===== src/logic/fdr_pkg.sv =====
package fdr_pkg;

    // ------------------------------------------------------------
    // Host bus geometry and register addresses
    // ------------------------------------------------------------
    localparam int FDR_ADDR_W = 3;
    localparam int FDR_DATA_W = 8;
    localparam logic [2:0] FDR_DRIVE_CTRL_ADDR = 3'h2;
    localparam logic [2:0] FDR_DRIVE_INPUT_ADDR = 3'h7;

    // ------------------------------------------------------------
    // Drive control register fields
    // ------------------------------------------------------------
    localparam int FDR_CTRL_W = 7;
    localparam int FDR_PICK_LO_BIT = 0;
    localparam int FDR_PICK_HI_BIT = 1;
    localparam int FDR_SOFT_RST_BIT = 2;
    localparam int FDR_GATE_BIT = 3;
    localparam int FDR_MOTOR_LSB = 4;
    localparam int FDR_NUM_DRIVES = 3;
    localparam logic [6:0] FDR_CTRL_RESET = 7'h00;
    localparam logic [1:0] FDR_NO_DRIVE = 2'h3;

    // ------------------------------------------------------------
    // Drive input register fields
    // ------------------------------------------------------------
    localparam int FDR_DENSITY_BIT = 0;
    localparam int FDR_CHANGE_BIT = 7;
    localparam logic [5:0] FDR_INPUT_RSVD_ENH = 6'h3F;
    localparam logic [5:0] FDR_INPUT_RSVD_LEG = 6'h00;
    localparam logic [7:0] FDR_IDLE_DATA = 8'h00;

    // True when a host access with chip select low targets the given address.
    function automatic logic fdr_hit(
        input logic cs_n,
        input logic [2:0] addr,
        input logic [2:0] target
    );
        fdr_hit = !cs_n && (addr == target);
    endfunction : fdr_hit

endpackage : fdr_pkg


===== src/logic/fdr_drive_decode.sv =====
`timescale 1ns/1ps

module fdr_drive_decode
    import fdr_pkg::*;
#(
    parameter int NUM_DRIVES = 3
) (
    input wire logic [1:0] drive_pick, // Encoded drive number, two bits.
    input wire logic [NUM_DRIVES-1:0] motor_on, // Motor enables, active high.
    output logic [NUM_DRIVES-1:0] drive_sel_n, // Drive selects, active low.
    output logic [NUM_DRIVES-1:0] motor_on_n // Motor pins, active low.
);

    // ------------------------------------------------------------
    // Per-drive select and motor pins
    // ------------------------------------------------------------
    genvar i;
    generate
        for (i = 0; i < NUM_DRIVES; i++) begin : g_drive
            assign motor_on_n[i] = !motor_on[i];
            assign drive_sel_n[i] = !((drive_pick == 2'(i)) && (drive_pick != FDR_NO_DRIVE)
                && motor_on[i]);
        end
    endgenerate

endmodule : fdr_drive_decode


===== src/logic/fdr_drive_regs.sv =====
`timescale 1ns/1ps

// Notes on behaviour
// - write strobe with address 010 loads register
// - drive control register has no read path
// - bits 1:0 pick drive 0, 1, 2
// - select asserts only with matching motor on
// - third drive outputs exist in both modes
// - bit 2 low holds core in reset
// - legacy mode bit 3 gates DMA, IRQ, ack
// - enhanced mode gate is always enabled
// - bits 4-6 drive inverted motor pins
// - bit 7 unused, no fourth motor
// - reset clears bits 0 through 6
// - address 111 read returns input register
// - enhanced reads live density and change pins
// - enhanced reserved input bits read one
// - bit 0 mirrored as status drive select in enhanced mode, held low in legacy mode
module fdr_drive_regs
    import fdr_pkg::*;
(
    input wire logic clock, // System clock, 200 MHz.
    input wire logic rst_n, // Synchronous reset, active low.
    input wire logic enhanced_mode, // 1 enhanced host mode, 0 legacy host mode.
    input wire logic cs_n, // Chip select, active low.
    input wire logic [2:0] addr, // Register address lines.
    input wire logic wr_n, // Write strobe, active low.
    input wire logic rd_n, // Read strobe, active low.
    input wire logic [7:0] data_in, // Host data bus, input side.
    output logic [7:0] data_out, // Host data bus, output side.
    output logic data_oe_n, // Data bus output enable, low while driving.
    input wire logic high_density_n, // High-density select state, active low.
    input wire logic disk_change, // Disk change pin level.
    output logic drive_sel_0_n, // Drive 0 select, active low.
    output logic drive_sel_1_n, // Drive 1 select, active low.
    output logic drive_sel_2_n, // Drive 2 select, active low.
    output logic motor_on_0_n, // Drive 0 motor enable, active low.
    output logic motor_on_1_n, // Drive 1 motor enable, active low.
    output logic motor_on_2_n, // Drive 2 motor enable, active low.
    output logic soft_reset_n, // Controller core reset, active low.
    output logic dma_irq_gate, // Effective DMA and interrupt gate.
    output logic status_drive_sel, // Drive select status bit for status B.
    input wire logic core_dma_req, // DMA request from the controller core.
    input wire logic core_irq, // Interrupt request from the controller core.
    input wire logic dma_ack_n, // DMA acknowledge pin, active low.
    output logic dma_req, // Gated DMA request pin.
    output logic irq, // Gated interrupt request pin.
    output logic core_dma_ack_n // Gated DMA acknowledge to the core, active low.
);

    // ------------------------------------------------------------
    // Host access decode
    // ------------------------------------------------------------
    logic [FDR_CTRL_W-1:0] drive_control_reg_ff;
    logic [FDR_CTRL_W-1:0] nxt_drive_control_reg;
    logic ctrl_write;
    logic input_read;
    logic [1:0] drive_pick;
    logic drive_pick_bit_lo;
    logic drive_pick_bit_hi;
    logic [FDR_NUM_DRIVES-1:0] motor_on;
    logic [FDR_NUM_DRIVES-1:0] sel_n_vec;
    logic [FDR_NUM_DRIVES-1:0] motor_n_vec;
    logic [5:0] input_rsvd;

    assign ctrl_write = fdr_hit(cs_n, addr, FDR_DRIVE_CTRL_ADDR) && !wr_n;

    assign input_read = fdr_hit(cs_n, addr, FDR_DRIVE_INPUT_ADDR) && !rd_n;

    // ------------------------------------------------------------
    // Drive control register
    // ------------------------------------------------------------
    // Bit 7 of the host byte is dropped here; nothing downstream of this
    // register can ever see it, so there is no fourth motor pin to drive.
    always_comb begin
        nxt_drive_control_reg = drive_control_reg_ff;
        if (ctrl_write) begin
            nxt_drive_control_reg = data_in[FDR_CTRL_W-1:0];
        end
    end

    always_ff @(posedge clock) begin
        if (!rst_n) begin
            drive_control_reg_ff <= FDR_CTRL_RESET;
        end else begin
            drive_control_reg_ff <= nxt_drive_control_reg;
        end
    end

    assign drive_pick_bit_lo = drive_control_reg_ff[FDR_PICK_LO_BIT];
    assign drive_pick_bit_hi = drive_control_reg_ff[FDR_PICK_HI_BIT];
    assign drive_pick = {drive_pick_bit_hi, drive_pick_bit_lo};
    assign motor_on = drive_control_reg_ff[FDR_MOTOR_LSB +: FDR_NUM_DRIVES];

    // ------------------------------------------------------------
    // Drive interface pins
    // ------------------------------------------------------------
    // three drives in every mode
    fdr_drive_decode #(
        .NUM_DRIVES(FDR_NUM_DRIVES)
    ) u_decode (
        .drive_pick(drive_pick),
        .motor_on(motor_on),
        .drive_sel_n(sel_n_vec),
        .motor_on_n(motor_n_vec)
    );

    assign drive_sel_0_n = sel_n_vec[0];
    assign drive_sel_1_n = sel_n_vec[1];
    assign drive_sel_2_n = sel_n_vec[2];
    assign motor_on_0_n = motor_n_vec[0];
    assign motor_on_1_n = motor_n_vec[1];
    assign motor_on_2_n = motor_n_vec[2];

    // ------------------------------------------------------------
    // Core control and DMA/interrupt gating
    // ------------------------------------------------------------
    // soft reset to core
    assign soft_reset_n = drive_control_reg_ff[FDR_SOFT_RST_BIT];

    assign dma_irq_gate = enhanced_mode || drive_control_reg_ff[FDR_GATE_BIT];

    // The acknowledge is gated as well, so a stray acknowledge while the
    // channel is disabled cannot start a transfer inside the core.
    assign dma_req = core_dma_req && dma_irq_gate;
    assign irq = core_irq && dma_irq_gate;
    assign core_dma_ack_n = dma_ack_n || !dma_irq_gate;

    assign status_drive_sel = enhanced_mode && drive_pick_bit_lo;

    // ------------------------------------------------------------
    // Drive input register read path
    // ------------------------------------------------------------
    // The input register is read straight from the pins with no sampling,
    // so the host sees the level present during the read strobe.
    // reserved bits per mode
    assign input_rsvd = enhanced_mode ? FDR_INPUT_RSVD_ENH : FDR_INPUT_RSVD_LEG;

    always_comb begin
        data_out = FDR_IDLE_DATA;
        data_oe_n = 1'b1;
        if (input_read) begin
            data_out = {disk_change, input_rsvd, high_density_n};
            data_oe_n = 1'b0;
            if (!enhanced_mode) begin
                data_out[FDR_DENSITY_BIT] = 1'b0;
            end
        end
    end

    // ------------------------------------------------------------
    // Assertions
    // ------------------------------------------------------------
    chk_write_latch: assert property (
        @(posedge clock) disable iff (!rst_n)
        ctrl_write |=> (drive_control_reg_ff == $past(data_in[6:0]))
    ) else $error("Drive control write was not latched.");

    chk_ctrl_hold: assert property (
        @(posedge clock) disable iff (!rst_n)
        !ctrl_write |=> $stable(drive_control_reg_ff)
    ) else $error("Drive control changed without a write.");

    chk_ctrl_no_read: assert property (
        @(posedge clock) disable iff (!rst_n)
        (!cs_n && addr == FDR_DRIVE_CTRL_ADDR) |-> data_oe_n
    ) else $error("Data bus driven on control register address.");

    chk_pick_drive_one: assert property (
        @(posedge clock) disable iff (!rst_n)
        (ctrl_write && data_in[1:0] == 2'h1 && data_in[5])
            |=> (!drive_sel_1_n && drive_sel_0_n && drive_sel_2_n)
    ) else $error("Drive number one did not select drive one.");

    chk_sel_needs_motor: assert property (
        @(posedge clock) disable iff (!rst_n)
        (ctrl_write && data_in[1:0] == 2'h0 && !data_in[4]) |=> drive_sel_0_n
    ) else $error("Drive 0 selected with its motor off.");

    chk_third_drive: assert property (
        @(posedge clock) disable iff (!rst_n)
        (ctrl_write && data_in[1:0] == 2'h2 && data_in[6])
            |=> (!drive_sel_2_n && !motor_on_2_n)
    ) else $error("Third drive select or motor missing.");

    chk_soft_reset: assert property (
        @(posedge clock) disable iff (!rst_n)
        (ctrl_write && !data_in[FDR_SOFT_RST_BIT]) |=> !soft_reset_n
    ) else $error("Core not held in reset by bit 2.");

    chk_soft_release: assert property (
        @(posedge clock) disable iff (!rst_n)
        (ctrl_write && data_in[FDR_SOFT_RST_BIT]) |=> soft_reset_n
    ) else $error("Core left in reset although bit 2 was written high.");

    chk_legacy_gate: assert property (
        @(posedge clock) disable iff (!rst_n)
        (!enhanced_mode && !drive_control_reg_ff[3]) |-> (!dma_req && !irq && core_dma_ack_n)
    ) else $error("Legacy mode passed DMA or interrupt while gated.");

    chk_enhanced_gate: assert property (
        @(posedge clock) disable iff (!rst_n)
        (enhanced_mode && core_irq && core_dma_req) |-> (irq && dma_req && dma_irq_gate)
    ) else $error("Enhanced mode blocked DMA or interrupt.");

    chk_motor_pins: assert property (
        @(posedge clock) disable iff (!rst_n)
        ctrl_write |=> ({motor_on_2_n, motor_on_1_n, motor_on_0_n} == ~$past(data_in[6:4]))
    ) else $error("Motor pins do not follow written bits.");

    chk_reset_clear: assert property (
        @(posedge clock) disable iff (!rst_n)
        $rose(rst_n) |-> (motor_on_0_n && motor_on_1_n && motor_on_2_n
            && !soft_reset_n && drive_sel_0_n)
    ) else $error("Reset did not clear drive control.");

    chk_input_read: assert property (
        @(posedge clock) disable iff (!rst_n)
        (!cs_n && addr == FDR_DRIVE_INPUT_ADDR && !rd_n) |-> !data_oe_n
            ##1 $stable(drive_control_reg_ff) || $past(ctrl_write)
    ) else $error("Input register read not driven.");

    chk_enh_read: assert property (
        @(posedge clock) disable iff (!rst_n)
        (input_read && enhanced_mode) |->
            (data_out[7] == disk_change && data_out[0] == high_density_n)
    ) else $error("Enhanced read lost live pin levels.");

    chk_rsvd_ones: assert property (
        @(posedge clock) disable iff (!rst_n)
        (input_read && enhanced_mode) |-> (data_out[6:1] == 6'h3F)
    ) else $error("Reserved input bits not one.");

    chk_status_mirror: assert property (
        @(posedge clock) disable iff (!rst_n)
        (ctrl_write && enhanced_mode) ##1 enhanced_mode |-> (status_drive_sel == $past(data_in[0]))
    ) else $error("Status drive select does not mirror bit 0.");

    chk_no_drive: assert property (
        @(posedge clock) disable iff (!rst_n)
        (ctrl_write && data_in[1:0] == 2'h3)
            |=> (drive_sel_0_n && drive_sel_1_n && drive_sel_2_n)
    ) else $error("Drive number three selected a drive.");

    chk_sel_motor_pair: assert property (
        @(posedge clock) disable iff (!rst_n)
        (drive_sel_0_n || !motor_on_0_n) && (drive_sel_1_n || !motor_on_1_n)
            && (drive_sel_2_n || !motor_on_2_n)
    ) else $error("A drive is selected while its motor is off.");

    chk_sel_onehot: assert property (
        @(posedge clock) disable iff (!rst_n)
        $onehot0(~{drive_sel_2_n, drive_sel_1_n, drive_sel_0_n})
    ) else $error("More than one drive selected.");

    chk_sel_matches_pick: assert property (
        @(posedge clock) disable iff (!rst_n)
        (drive_sel_0_n || drive_pick == 2'h0) && (drive_sel_1_n || drive_pick == 2'h1)
            && (drive_sel_2_n || drive_pick == 2'h2)
    ) else $error("Selected drive differs from the drive number.");

    chk_reset_value: assert property (
        @(posedge clock) disable iff (!rst_n)
        $rose(rst_n) |-> (drive_control_reg_ff == FDR_CTRL_RESET
            && (enhanced_mode || !dma_irq_gate))
    ) else $error("Drive control not cleared by reset.");

    chk_motor_live: assert property (
        @(posedge clock) disable iff (!rst_n)
        {motor_on_2_n, motor_on_1_n, motor_on_0_n}
            == ~drive_control_reg_ff[FDR_MOTOR_LSB +: FDR_NUM_DRIVES]
    ) else $error("Motor pins differ from the stored motor bits.");

    chk_legacy_pass: assert property (
        @(posedge clock) disable iff (!rst_n)
        (!enhanced_mode && drive_control_reg_ff[FDR_GATE_BIT])
            |-> (dma_req == core_dma_req && irq == core_irq && core_dma_ack_n == dma_ack_n)
    ) else $error("Legacy mode blocked DMA or interrupt with the gate open.");

    chk_enhanced_pass: assert property (
        @(posedge clock) disable iff (!rst_n)
        enhanced_mode
            |-> (dma_req == core_dma_req && irq == core_irq && core_dma_ack_n == dma_ack_n)
    ) else $error("Enhanced mode altered DMA, interrupt or acknowledge.");

    chk_legacy_read: assert property (
        @(posedge clock) disable iff (!rst_n)
        (input_read && !enhanced_mode) |-> (data_out == {disk_change, 7'h00})
    ) else $error("Legacy input register read returned wrong bits.");

    chk_idle_bus: assert property (
        @(posedge clock) disable iff (!rst_n)
        !input_read |-> (data_oe_n && data_out == FDR_IDLE_DATA)
    ) else $error("Data bus driven without an input register read.");

    chk_status_legacy: assert property (
        @(posedge clock) disable iff (!rst_n)
        !enhanced_mode |-> !status_drive_sel
    ) else $error("Status drive select set in legacy mode.");

endmodule : fdr_drive_regs


===== config.mk =====
export PLATFORM = sky130hd
export DESIGN_NAME = fdr_drive_regs
export DESIGN_NICKNAME = d
export VERILOG_FILES = /design/src/logic/fdr_pkg.sv /design/src/logic/fdr_drive_decode.sv /design/src/logic/fdr_drive_regs.sv
export SDC_FILE = /design/constraint.sdc
export NUM_CORES = 1
export LEC_CHECK = 0
export BUFFER_PORTS_ARGS = -buffer_cell sky130_fd_sc_hd__clkbuf_2
export CAP_MARGIN = 20
export CORE_AREA = 2 2 39 41
export CTS_CLUSTER_DIAMETER = 150
export DETAILED_ROUTE_END_ITERATION = 7
export DIE_AREA = 0 0 41 43
export PLACE_DENSITY_LB_ADDON = 0.12
export SLEW_MARGIN = 20
export SYNTH_ARGS = -nofsm -noshare
export SYNTH_HDL_FRONTEND = slang
export SYNTH_SLANG_ARGS = --single-unit

===== constraint.sdc =====
create_clock -name clock -period 1.5 [get_ports clock]
set_input_delay 0.3 -clock clock [delete_from_list [all_inputs] [get_ports clock]]
set_output_delay 0.3 -clock clock [all_outputs]
set_load 0.02 [all_outputs]

Word-level counts from Yosys, hierarchy flattened. Index checks and enable logic that the tools add are counted.

Bits in registers: 7. Word-level logic and storage cells: 36. Output and inout port bits: 21.

Eq/ne operators: 5. Mux-type cells: 4. Reduce and logical (&&, ||, !) cells: 26.

Operators with widths (number): 1-bit logical AND (13); 1-bit logical NOT (10); 8-bit two-way mux (1); 6-bit two-way mux (1); 3-bit by 2-bit equality test with 1-bit output (second input constant) (1); 3-bit equality test (second input constant) (1); 2-bit by 1-bit equality test with 1-bit output (second input constant) (1); 2-bit equality test (second input constant) (1); 2-bit logical NOT (1); 1-bit logical OR (2); 1-bit two-way mux (2); 2-bit inequality test (second input constant) (1).

Longest topological paths before layout. Gate-level depths: netlist of run 1.

Word-level depth: 4. Depth in mapped cells: 4.

Cells and area by module. From an unflattened synthesis of run 1, not the netlist that was laid out.

Cell total of the unflattened synthesis: 54. Area total of the unflattened synthesis: 437.9 um^2.

By module, submodules not included: fdr_drive_regs (instances 1, seq. area each 140.1 um^2, area each 402.9 um^2, cells an instance 48); fdr_drive_decode (instances 1, seq. area each 0.0 um^2, area each 35.0 um^2, cells an instance 6).

Worst setup path after synthesis of run 1. OpenSTA, ideal clock, no wires.

Kind: input-to-output. From: input cs_n. To: output data_out[2]. Path buffers: 1. Cell stages on the path: 4. Data arrival time: 1249 ps. Slack: -49 ps. Required time: 1200 ps. Path through: nand2b_4 -> nor3_1 -> and2_1 -> buf_4.

Word-level cells in the longest chain between the ends: 4.

RTL lines: from (decl) (line fdr_drive_regs.sv:25) `input wire logic cs_n,`; 1-bit logical NOT (line fdr_pkg.sv:39) `fdr_hit = !cs_n && (addr == target);`; 1-bit logical AND (line fdr_pkg.sv:39); 1-bit logical AND (line fdr_drive_regs.sv:68) `assign input_read = fdr_hit(cs_n, addr, FDR_DRIVE_INPUT_ADDR) && !rd_n;`; 8-bit two-way mux (line fdr_drive_regs.sv:142) `if (input_read) begin`; to (decl) (line fdr_drive_regs.sv:30) `output logic [7:0] data_out,`.

Every way passes these cells.

Worst setup path after layout of run 1.
From: register drive_control_reg_ff[4]. To: output drive_sel_0_n.

Word-level cells in the longest chain between the ends: 2.

RTL lines: from (decl) (line fdr_drive_regs.sv:54) `logic [FDR_CTRL_W-1:0] drive_control_reg_ff;`; from (signal assigned) (line fdr_drive_regs.sv:86) `drive_control_reg_ff <= nxt_drive_control_reg;`; 1-bit logical AND (line fdr_drive_decode.sv:22) `&& motor_on[i]);`; 1-bit logical NOT (line fdr_drive_decode.sv:21) `assign drive_sel_n[i] = !((drive_pick == 2'(i)) && (drive_pick != FDR_NO_DRIVE)`; to (decl) (line fdr_drive_regs.sv:34) `output logic drive_sel_0_n,`.

Every way passes these cells.

==> results of run 1 <==
## what timing repair did
action	in CTS	in global routing
pin swaps	0	0
setup buffers	0	0
cloned	0	0
endpoints found under the setup margin	6	6
gates resized for setup	1	1
## routing by layer
metal / vias to the layer above / part of all wire, %
li1: 250 / -
met1: 187 / 42
met2: 25 / 46
met3: 2 / 11
met4: 0 / 0.40
met5: - / 0
## synthesized netlist by cell type, drive strengths merged, types with 2 or more instances
cell	count	share of area (%)
nand3b	2	3.4
mux2i	7	16
buf	5	8.6
nor2b	2	2.9
dfxtp	7	32
nand2	15	13
inv	5	4.3
and2	3	4.3
## metrics by stage
stage	instances	total power, uW	hold WS, ns
floorplan	54	233.2	0.4347
detailed placement	108	277.2	0.4477
finish	112	445.4	0.2784
global route	112	472.0	0.2820
global placement	108	276.5	0.4467
CTS	112	452.0	0.2730
## final cells by class
class / count / share of cell area (%)
tap: 16 / 2.941
clock buffer: 4 / 3.860
inverter: 5 / 2.757
sequential: 7 / 20.59
multi-input combinational: 36 / 36.40
timing repair buffer: 44 / 33.46
## final timing paths
kind                                         startpoint                 endpoint  slack (ns)
worst min-delay path                         data_in[3]  drive_control_reg_ff[3]        0.28
worst max-delay path            drive_control_reg_ff[4]            drive_sel_0_n        0.07
worst min register to register  drive_control_reg_ff[3]  drive_control_reg_ff[3]        0.46
worst max register to register  drive_control_reg_ff[0]  drive_control_reg_ff[0]        0.88
## logic make-up after synthesis
logic type | after synthesis | synth area share (%)
buffers and inverters | 11 | 13.79
multiplexers | 7 | 16.09
AND/OR/NAND/NOR | 29 | 37.93
flip-flops | 7 | 32.18
## power groups by stage
stage          registers (uW)  logic (uW)  clock network [uW]
2_1_floorplan             194        39.1                   0
3_3_place_gp              194        82.4                   0
4_1_cts                   190        84.7                 177
6_report                  190        85.2                 170
5_1_grt                   190        93.8                 188
3_5_place_dp              194        83.0                   0
## critical path: cells and delay by family (launching register included)
kind	cells	cell delay [ns]
buffers and inverters	2	0.21
flip-flops	1	0.32
AND/OR/NAND/NOR	1	0.36
==> qor.json, run 1 <==
{
  "sta": {
    "timing.final.max_slew_violations": 0,
    "slew_headroom_pct": 83.07,
    "timing_hold_violations_final": 0,
    "finalSetupViolCount": 0,
    "setup_tns_ns": 0,
    "worst_slack_setup_final_ns": 0.06751,
    "max_clock_freq_mhz": 698.1,
    "min_period_over_period_pct": 95.50,
    "min_period_ns": 1.432,
    "tightest_slew_ns": 0.2540,
    "clock_skew_ns": 0
  },
  "power": {
    "share_clk_of_total_power_pct": 38.1,
    "seq_power_share_pct": 42.7,
    "power.ir.vdd_worst_v": 0.0003667,
    "power_report.internal_total_uw": 330.6,
    "proportion_of_total_power_due_to_net_switching_pct": 25.76,
    "p_per_area_nw_per_um2": 654.3,
    "comb_power_share_pct": 19.1,
    "power_leakage_uw": 0.0003461,
    "power.net_switching_uw": 114.7
  },
  "finish": {
    "net_count_of_the_finished_layout": 119,
    "diodes": 0,
    "utilization_pct": 49.19,
    "registers_with_the_highest_flip_flop_counts": "drive_control_reg_ff: 7 flops",
    "fill_cells": 159,
    "largest_register_ff_count": 7,
    "design_area_sq_um": 680.7,
    "multi_input_area_sq_um": 247.7,
    "post_route_cells_drive_above_1_share_pct": 54.17,
    "most-common-layout-cells": "sky130_fd_sc_hd__clkbuf_2, sky130_fd_sc_hd__nand2_1, sky130_fd_sc_hd__mux2i_1, sky130_fd_sc_hd__dfxtp_1, sky130_fd_sc_hd__inv_1",
    "regMostFlops": "drive_control_reg_ff",
    "syn2layout_area_growth_pct": 56.32,
    "layout_commonest_cell": "sky130_fd_sc_hd__clkbuf_2",
    "seqCellArea_sq_um": 140.1
  },
  "grt": {
    "vias_in_the_first_global_route": 353,
    "grt_use_total_pct": 11.66,
    "grt_max_degree": 15,
    "grt.met1_usage_pct": 11.94,
    "grt_pass1_wl_mm": 1.338,
    "globalRouteMet2Util_pct": 18.13,
    "grt.overflow.total": 0,
    "grt.busiest_layer": "met2",
    "antenna_found_initial": 0,
    "grt.met3_usage_pct": 4.712
  },
  "synthesis": {
    "postSynthRegisterBits": 7,
    "number_of_cells_produced_by_synthesis": 54,
    "synthesis.area_sq_um": 435.4,
    "synth_async_sr_flop_share_pct": 0,
    "synth_flop_cell": "sky130_fd_sc_hd__dfxtp_1",
    "synth_area_per_cell_sq_um": 8.063,
    "seq_area_frac_synth_pct": 32.18,
    "number_of_enable_type_register_cells_in_the_synthesized_netlist": 0,
    "synth.distinct_cells": 16,
    "yosys_warnings": 0,
    "mappedNetlistNets": 76
  },
  "die": {
    "die_area_sq_um": 1763,
    "initial_utilization_pct": 31.46,
    "die_w_um": 41,
    "top_level_ports": 43,
    "fp-row-count": 14,
    "core-area_sq_um": 1384,
    "die_extent_in_y_um": 43
  },
  "worst_hold_path": {
    "cells_on_worst_hold_path": 3,
    "worst_hold_path_type": "in2reg"
  },
  "job": {
    "cap_viol_max_count": 0
  },
  "detailed_routing": {
    "drt_wl_total_um": 993,
    "drt_first_iter_violations": 4,
    "post_drt_via_cell_ratio": 4.143,
    "detail_route.wl_per_cell_um": 8.866,
    "vias": 464,
    "drt.antenna.violating_nets": 0,
    "drtPass1Iterations": 2,
    "drcViolationCount": 0
  },
  "place": {
    "buffer_ports.inserted": 41,
    "dpl_cell_area_sq_um": 643.1,
    "place_ws_ns": -0.06791,
    "place.gp.congestion": 0.6803
  },
  "critical_path": {
    "cp_slowest_stage_delay_ns": 0.36,
    "worst_path_max_delay_cell": "sky130_fd_sc_hd__or3_1",
    "worstPathRequired_ns": 1.20,
    "crit_path_start_kind": "flop",
    "peak_fanout_along_the_critical_path": 2,
    "critPathArrivalTime_ns": 1.13,
    "cp_cell_sequence": "inv_1 > or3_1 > clkbuf_2",
    "worst-setup-path-type": "reg2out",
    "endpoint_kind": "output port",
    "r2r.worst_path.cells": 2
  },
  "clock_network": {
    "worstSkewPairLatency_ns": 0.25,
    "htreeDepth": 1,
    "clock_sinks": 7,
    "clockRootBuffer": "sky130_fd_sc_hd__clkbuf_4",
    "clk_pin_slew_ns": 0.05,
    "cts_buffers": 3,
    "ctsHoldBuffers": 0,
    "clockBufferDepth": 2,
    "cts_tree": "built"
  },
  "run_status": {
    "status": "completed"
  }
}
(Power assumes the default switching activity.)
==> run 2: changes to the inputs <==
--- a/config.mk
+++ b/config.mk
@@ -11,7 +11,9 @@
 export CTS_CLUSTER_DIAMETER = 150
 export DETAILED_ROUTE_END_ITERATION = 7
 export DIE_AREA = 0 0 41 43
+export GPL_TIMING_DRIVEN = 0
 export PLACE_DENSITY_LB_ADDON = 0.12
+export RECOVER_POWER = 50
 export SLEW_MARGIN = 20
 export SYNTH_ARGS = -nofsm -noshare
 export SYNTH_HDL_FRONTEND = slang
==> run 2 against run 1 <==
  * Hold slack lost 0.0085 ns
  * Clock power grew 4%
  * Final cell count grew 2.7%
  * Largest power group unchanged
  * First-iteration DRC count shrank 25%
  * Critical endpoint is now data_out[6]
  * Wire length grew 5.7%
==> qor.json, run 2 (same netlist as run 1, synthesis figures left out) <==
{
  "run_status": {
    "status": "completed"
  },
  "finish": {
    "largest_register_ff_count": {"value": 7, "change": "unchanged"},
    "post_route_cells_drive_above_1_share": {"value": 50.51, "unit": "%", "change": "-3.7 points"},
    "most-common-layout-cells": "sky130_fd_sc_hd__clkbuf_2, sky130_fd_sc_hd__nand2_1, sky130_fd_sc_hd__clkbuf_1, sky130_fd_sc_hd__mux2i_1",
    "regMostFlops": "drive_control_reg_ff",
    "syn2layout_area_growth_pct": 67.53,
    "utilization": {"value": 52.71, "unit": "%", "change": "+3.5 points"},
    "fill_cells": {"value": 148, "change": "-6.9%"},
    "registers_with_the_highest_flip_flop_counts": "drive_control_reg_ff: 7 flops",
    "layout_commonest_cell": "sky130_fd_sc_hd__clkbuf_2",
    "diodes": {"value": 0, "change": "unchanged"},
    "net_count_of_the_finished_layout": {"value": 122, "change": "+2.5%"}
  },
  "grt": {
    "vias_in_the_first_global_route": {"value": 370, "change": "+4.8%"},
    "grt_max_degree": {"value": 11, "change": "-4"},
    "antenna_found_initial": {"value": 0, "change": "unchanged"},
    "grt_pass1_wl": {"value": 1.421, "unit": "mm", "change": "+6.2%"},
    "grt.overflow.total": {"value": 0, "change": "unchanged"},
    "grt_use_total": {"value": 12.31, "unit": "%", "change": "+0.65 points"}
  },
  "worst_hold_path": {
    "cells_on_worst_hold_path": {"value": 3, "change": "unchanged"},
    "worst_hold_path_type": "in2reg"
  },
  "die": {
    "top_level_ports": {"value": 43, "change": "unchanged"},
    "die_extent_in_y": {"value": 43, "unit": "um", "change": "unchanged"},
    "die_area": {"value": 1763, "unit": "sq um", "change": "unchanged"},
    "die_w": {"value": 41, "unit": "um", "change": "unchanged"},
    "fp-row-count": {"value": 14, "change": "unchanged"},
    "initial_utilization": {"value": 31.46, "unit": "%", "change": "unchanged"},
    "core-area": {"value": 1384, "unit": "sq um", "change": "unchanged"}
  },
  "place": {
    "buffer_ports.inserted": {"value": 41, "change": "unchanged"},
    "dp.final_hpwl_um": 805.9,
    "place.gp.congestion": {"value": 0.6750, "change": "-0.78%"}
  },
  "detailed_routing": {
    "drt.antenna.violating_nets": {"value": 0, "change": "unchanged"},
    "drt_wl_total": {"value": 1.050, "unit": "mm", "change": "+5.7%"},
    "vias": {"value": 495, "change": "+6.7%"},
    "drcViolationCount": {"value": 0, "change": "unchanged"},
    "post_drt_via_cell_ratio": {"value": 4.304, "change": "+3.9%"},
    "detail_route.wl_per_cell": {"value": 9.130, "unit": "um", "change": "+3.0%"},
    "drtPass1Iterations": {"value": 4, "change": "+2"},
    "drt_first_iter_violations": {"value": 3, "change": "-1"}
  },
  "clock_network": {
    "clockRootBuffer": "sky130_fd_sc_hd__clkbuf_4",
    "worstSkewPairLatency": {"value": 0.25, "unit": "ns", "change": "about the same"},
    "clockBufferDepth": {"value": 2, "change": "unchanged"},
    "clk_pin_slew": {"value": 0.05, "unit": "ns", "change": "about the same"},
    "ctsHoldBuffers": {"value": 0, "change": "unchanged"},
    "post-cts-setup-buffer-count": {"value": 0, "change": "unchanged"},
    "cts_tree": "built",
    "cts_buffers": {"value": 3, "change": "unchanged"},
    "clock_sinks": {"value": 7, "change": "unchanged"},
    "htreeDepth": {"value": 1, "change": "unchanged"}
  },
  "sta": {
    "tightest_slew": {"value": 0.6053, "unit": "ns", "change": "+0.3513 ns"},
    "slew_headroom": {"value": 59.35, "unit": "%", "change": "-24 points"},
    "min_period": {"value": 1.470, "unit": "ns", "change": "+0.03799 ns"},
    "finalSetupViolCount": {"value": 0, "change": "unchanged"},
    "setup_tns": {"value": 0, "unit": "ns", "change": "unchanged"},
    "clock_skew": {"value": 0, "unit": "ns", "change": "unchanged"},
    "min_period_over_period": {"value": 98.03, "unit": "%", "change": "+2.5 points"},
    "timing_hold_violations_final": {"value": 0, "change": "unchanged"},
    "hold_ws": {"value": 0.2699, "unit": "ns", "change": "-0.008482 ns"},
    "max_clock_freq": {"value": 680.1, "unit": "MHz", "change": "-2.6%"},
    "timing.final.max_slew_violations": {"value": 0, "change": "unchanged"},
    "unrepaired_setup_endpoints_after_global_routing": "yes"
  },
  "power": {
    "power.ir.vdd_worst": {"value": 0.0003695, "unit": "V", "change": "+0.76%"},
    "p_per_area": {"value": 618.7, "unit": "nW/um^2", "change": "-5.4%"},
    "power_leakage": {"value": 0.0003547, "unit": "uW", "change": "+2.5%"}
  },
  "critical_path": {
    "peak_fanout_along_the_critical_path": {"value": 6, "change": "+4"},
    "r2r.worst_path.cells": {"value": 2, "change": "unchanged"},
    "crit_path_start_kind": "primary input",
    "worst-setup-path-type": "in2out",
    "critPathArrivalTime": {"value": 1.17, "unit": "ns", "change": "+0.04 ns"},
    "endpoint_kind": "output port",
    "cp_slowest_stage_delay": {"value": 0.22, "unit": "ns", "change": "-0.14 ns"},
    "worstPathRequired": {"value": 1.20, "unit": "ns", "change": "about the same"},
    "worst_path_max_delay_cell": "sky130_fd_sc_hd__nor3_4",
    "cp_cell_sequence": "clkbuf_2 > nand2b_4 > nor3_4 > and2_4 > buf_4 > buf_6"
  },
  "job": {
    "cap_viol_max_count": {"value": 0, "change": "unchanged"}
  }
}
## run 2: through the flow
| step | setup slack (ns) | instance area (sq um) | power [uW] | instances |
|---|---|---|---|---|
| after global placement | -0.1411 | 661.9 | 274.6 | 111 |
| after floorplan | 0.05359 | 436.7 | 233.2 | 54 |
| after detailed placement | -0.1599 | 661.9 | 275.9 | 111 |
| after CTS | 0.003197 | 700.7 | 456.2 | 115 |
| final | 0.02952 | 729.5 | 451.3 | 115 |
| after global routing | -0.03175 | 729.5 | 473.9 | 115 |
## run 2: path summary, 6_finish.rpt
path,start,endpoint,slack [ns]
hold / removal,data_in[4],drive_control_reg_ff[4],0.27
setup / recovery,cs_n,data_out[6],0.03
setup reg to reg,drive_control_reg_ff[0],drive_control_reg_ff[0],0.88
hold reg to reg,drive_control_reg_ff[4],drive_control_reg_ff[4],0.45
## run 2: report_power, final
| group | internal, uW | total [uW] | switching [uW] |
|---|---|---|---|
| sequential | 189 | 190 | 1.70 |
| combinational | 40.2 | 85.5 | 45.2 |
| clock | 102 | 176 | 73.9 |
| total | 331 | 451 | 121 |
## run 2: metal layers
metal	part of all wire [%]	up-vias	track usage [%]
li1	-	255	-
met1	40	211	13.40
met2	48	27	18.75
met3	10	2	4.712
met4	1.3	0	8.000
met5	0	-	0
## run 2: cell type report
class / instances / area (sq um) / share of cell area [%]
Clock buffer: 4 / 26.28 / 3.602
Inverter: 5 / 18.77 / 2.573
Multi-Input combinational cell: 36 / 249.0 / 34.13
Tap cell: 16 / 20.02 / 2.744
Sequential cell: 7 / 141.4 / 19.38
Buffer: 6 / 41.29 / 5.660
Timing Repair Buffer: 41 / 232.7 / 31.90
## run 2: worst max-delay path, delay by kind of cell
family	cells	cell delay (ns)
buffers and inverters	3	0.29
and+or+nand+nor	3	0.58
## run 2: repair_timing
action	4_1_cts	5_1_grt
pin swaps	0	2
setup endpoints to repair	6	6
resized for setup	3	18
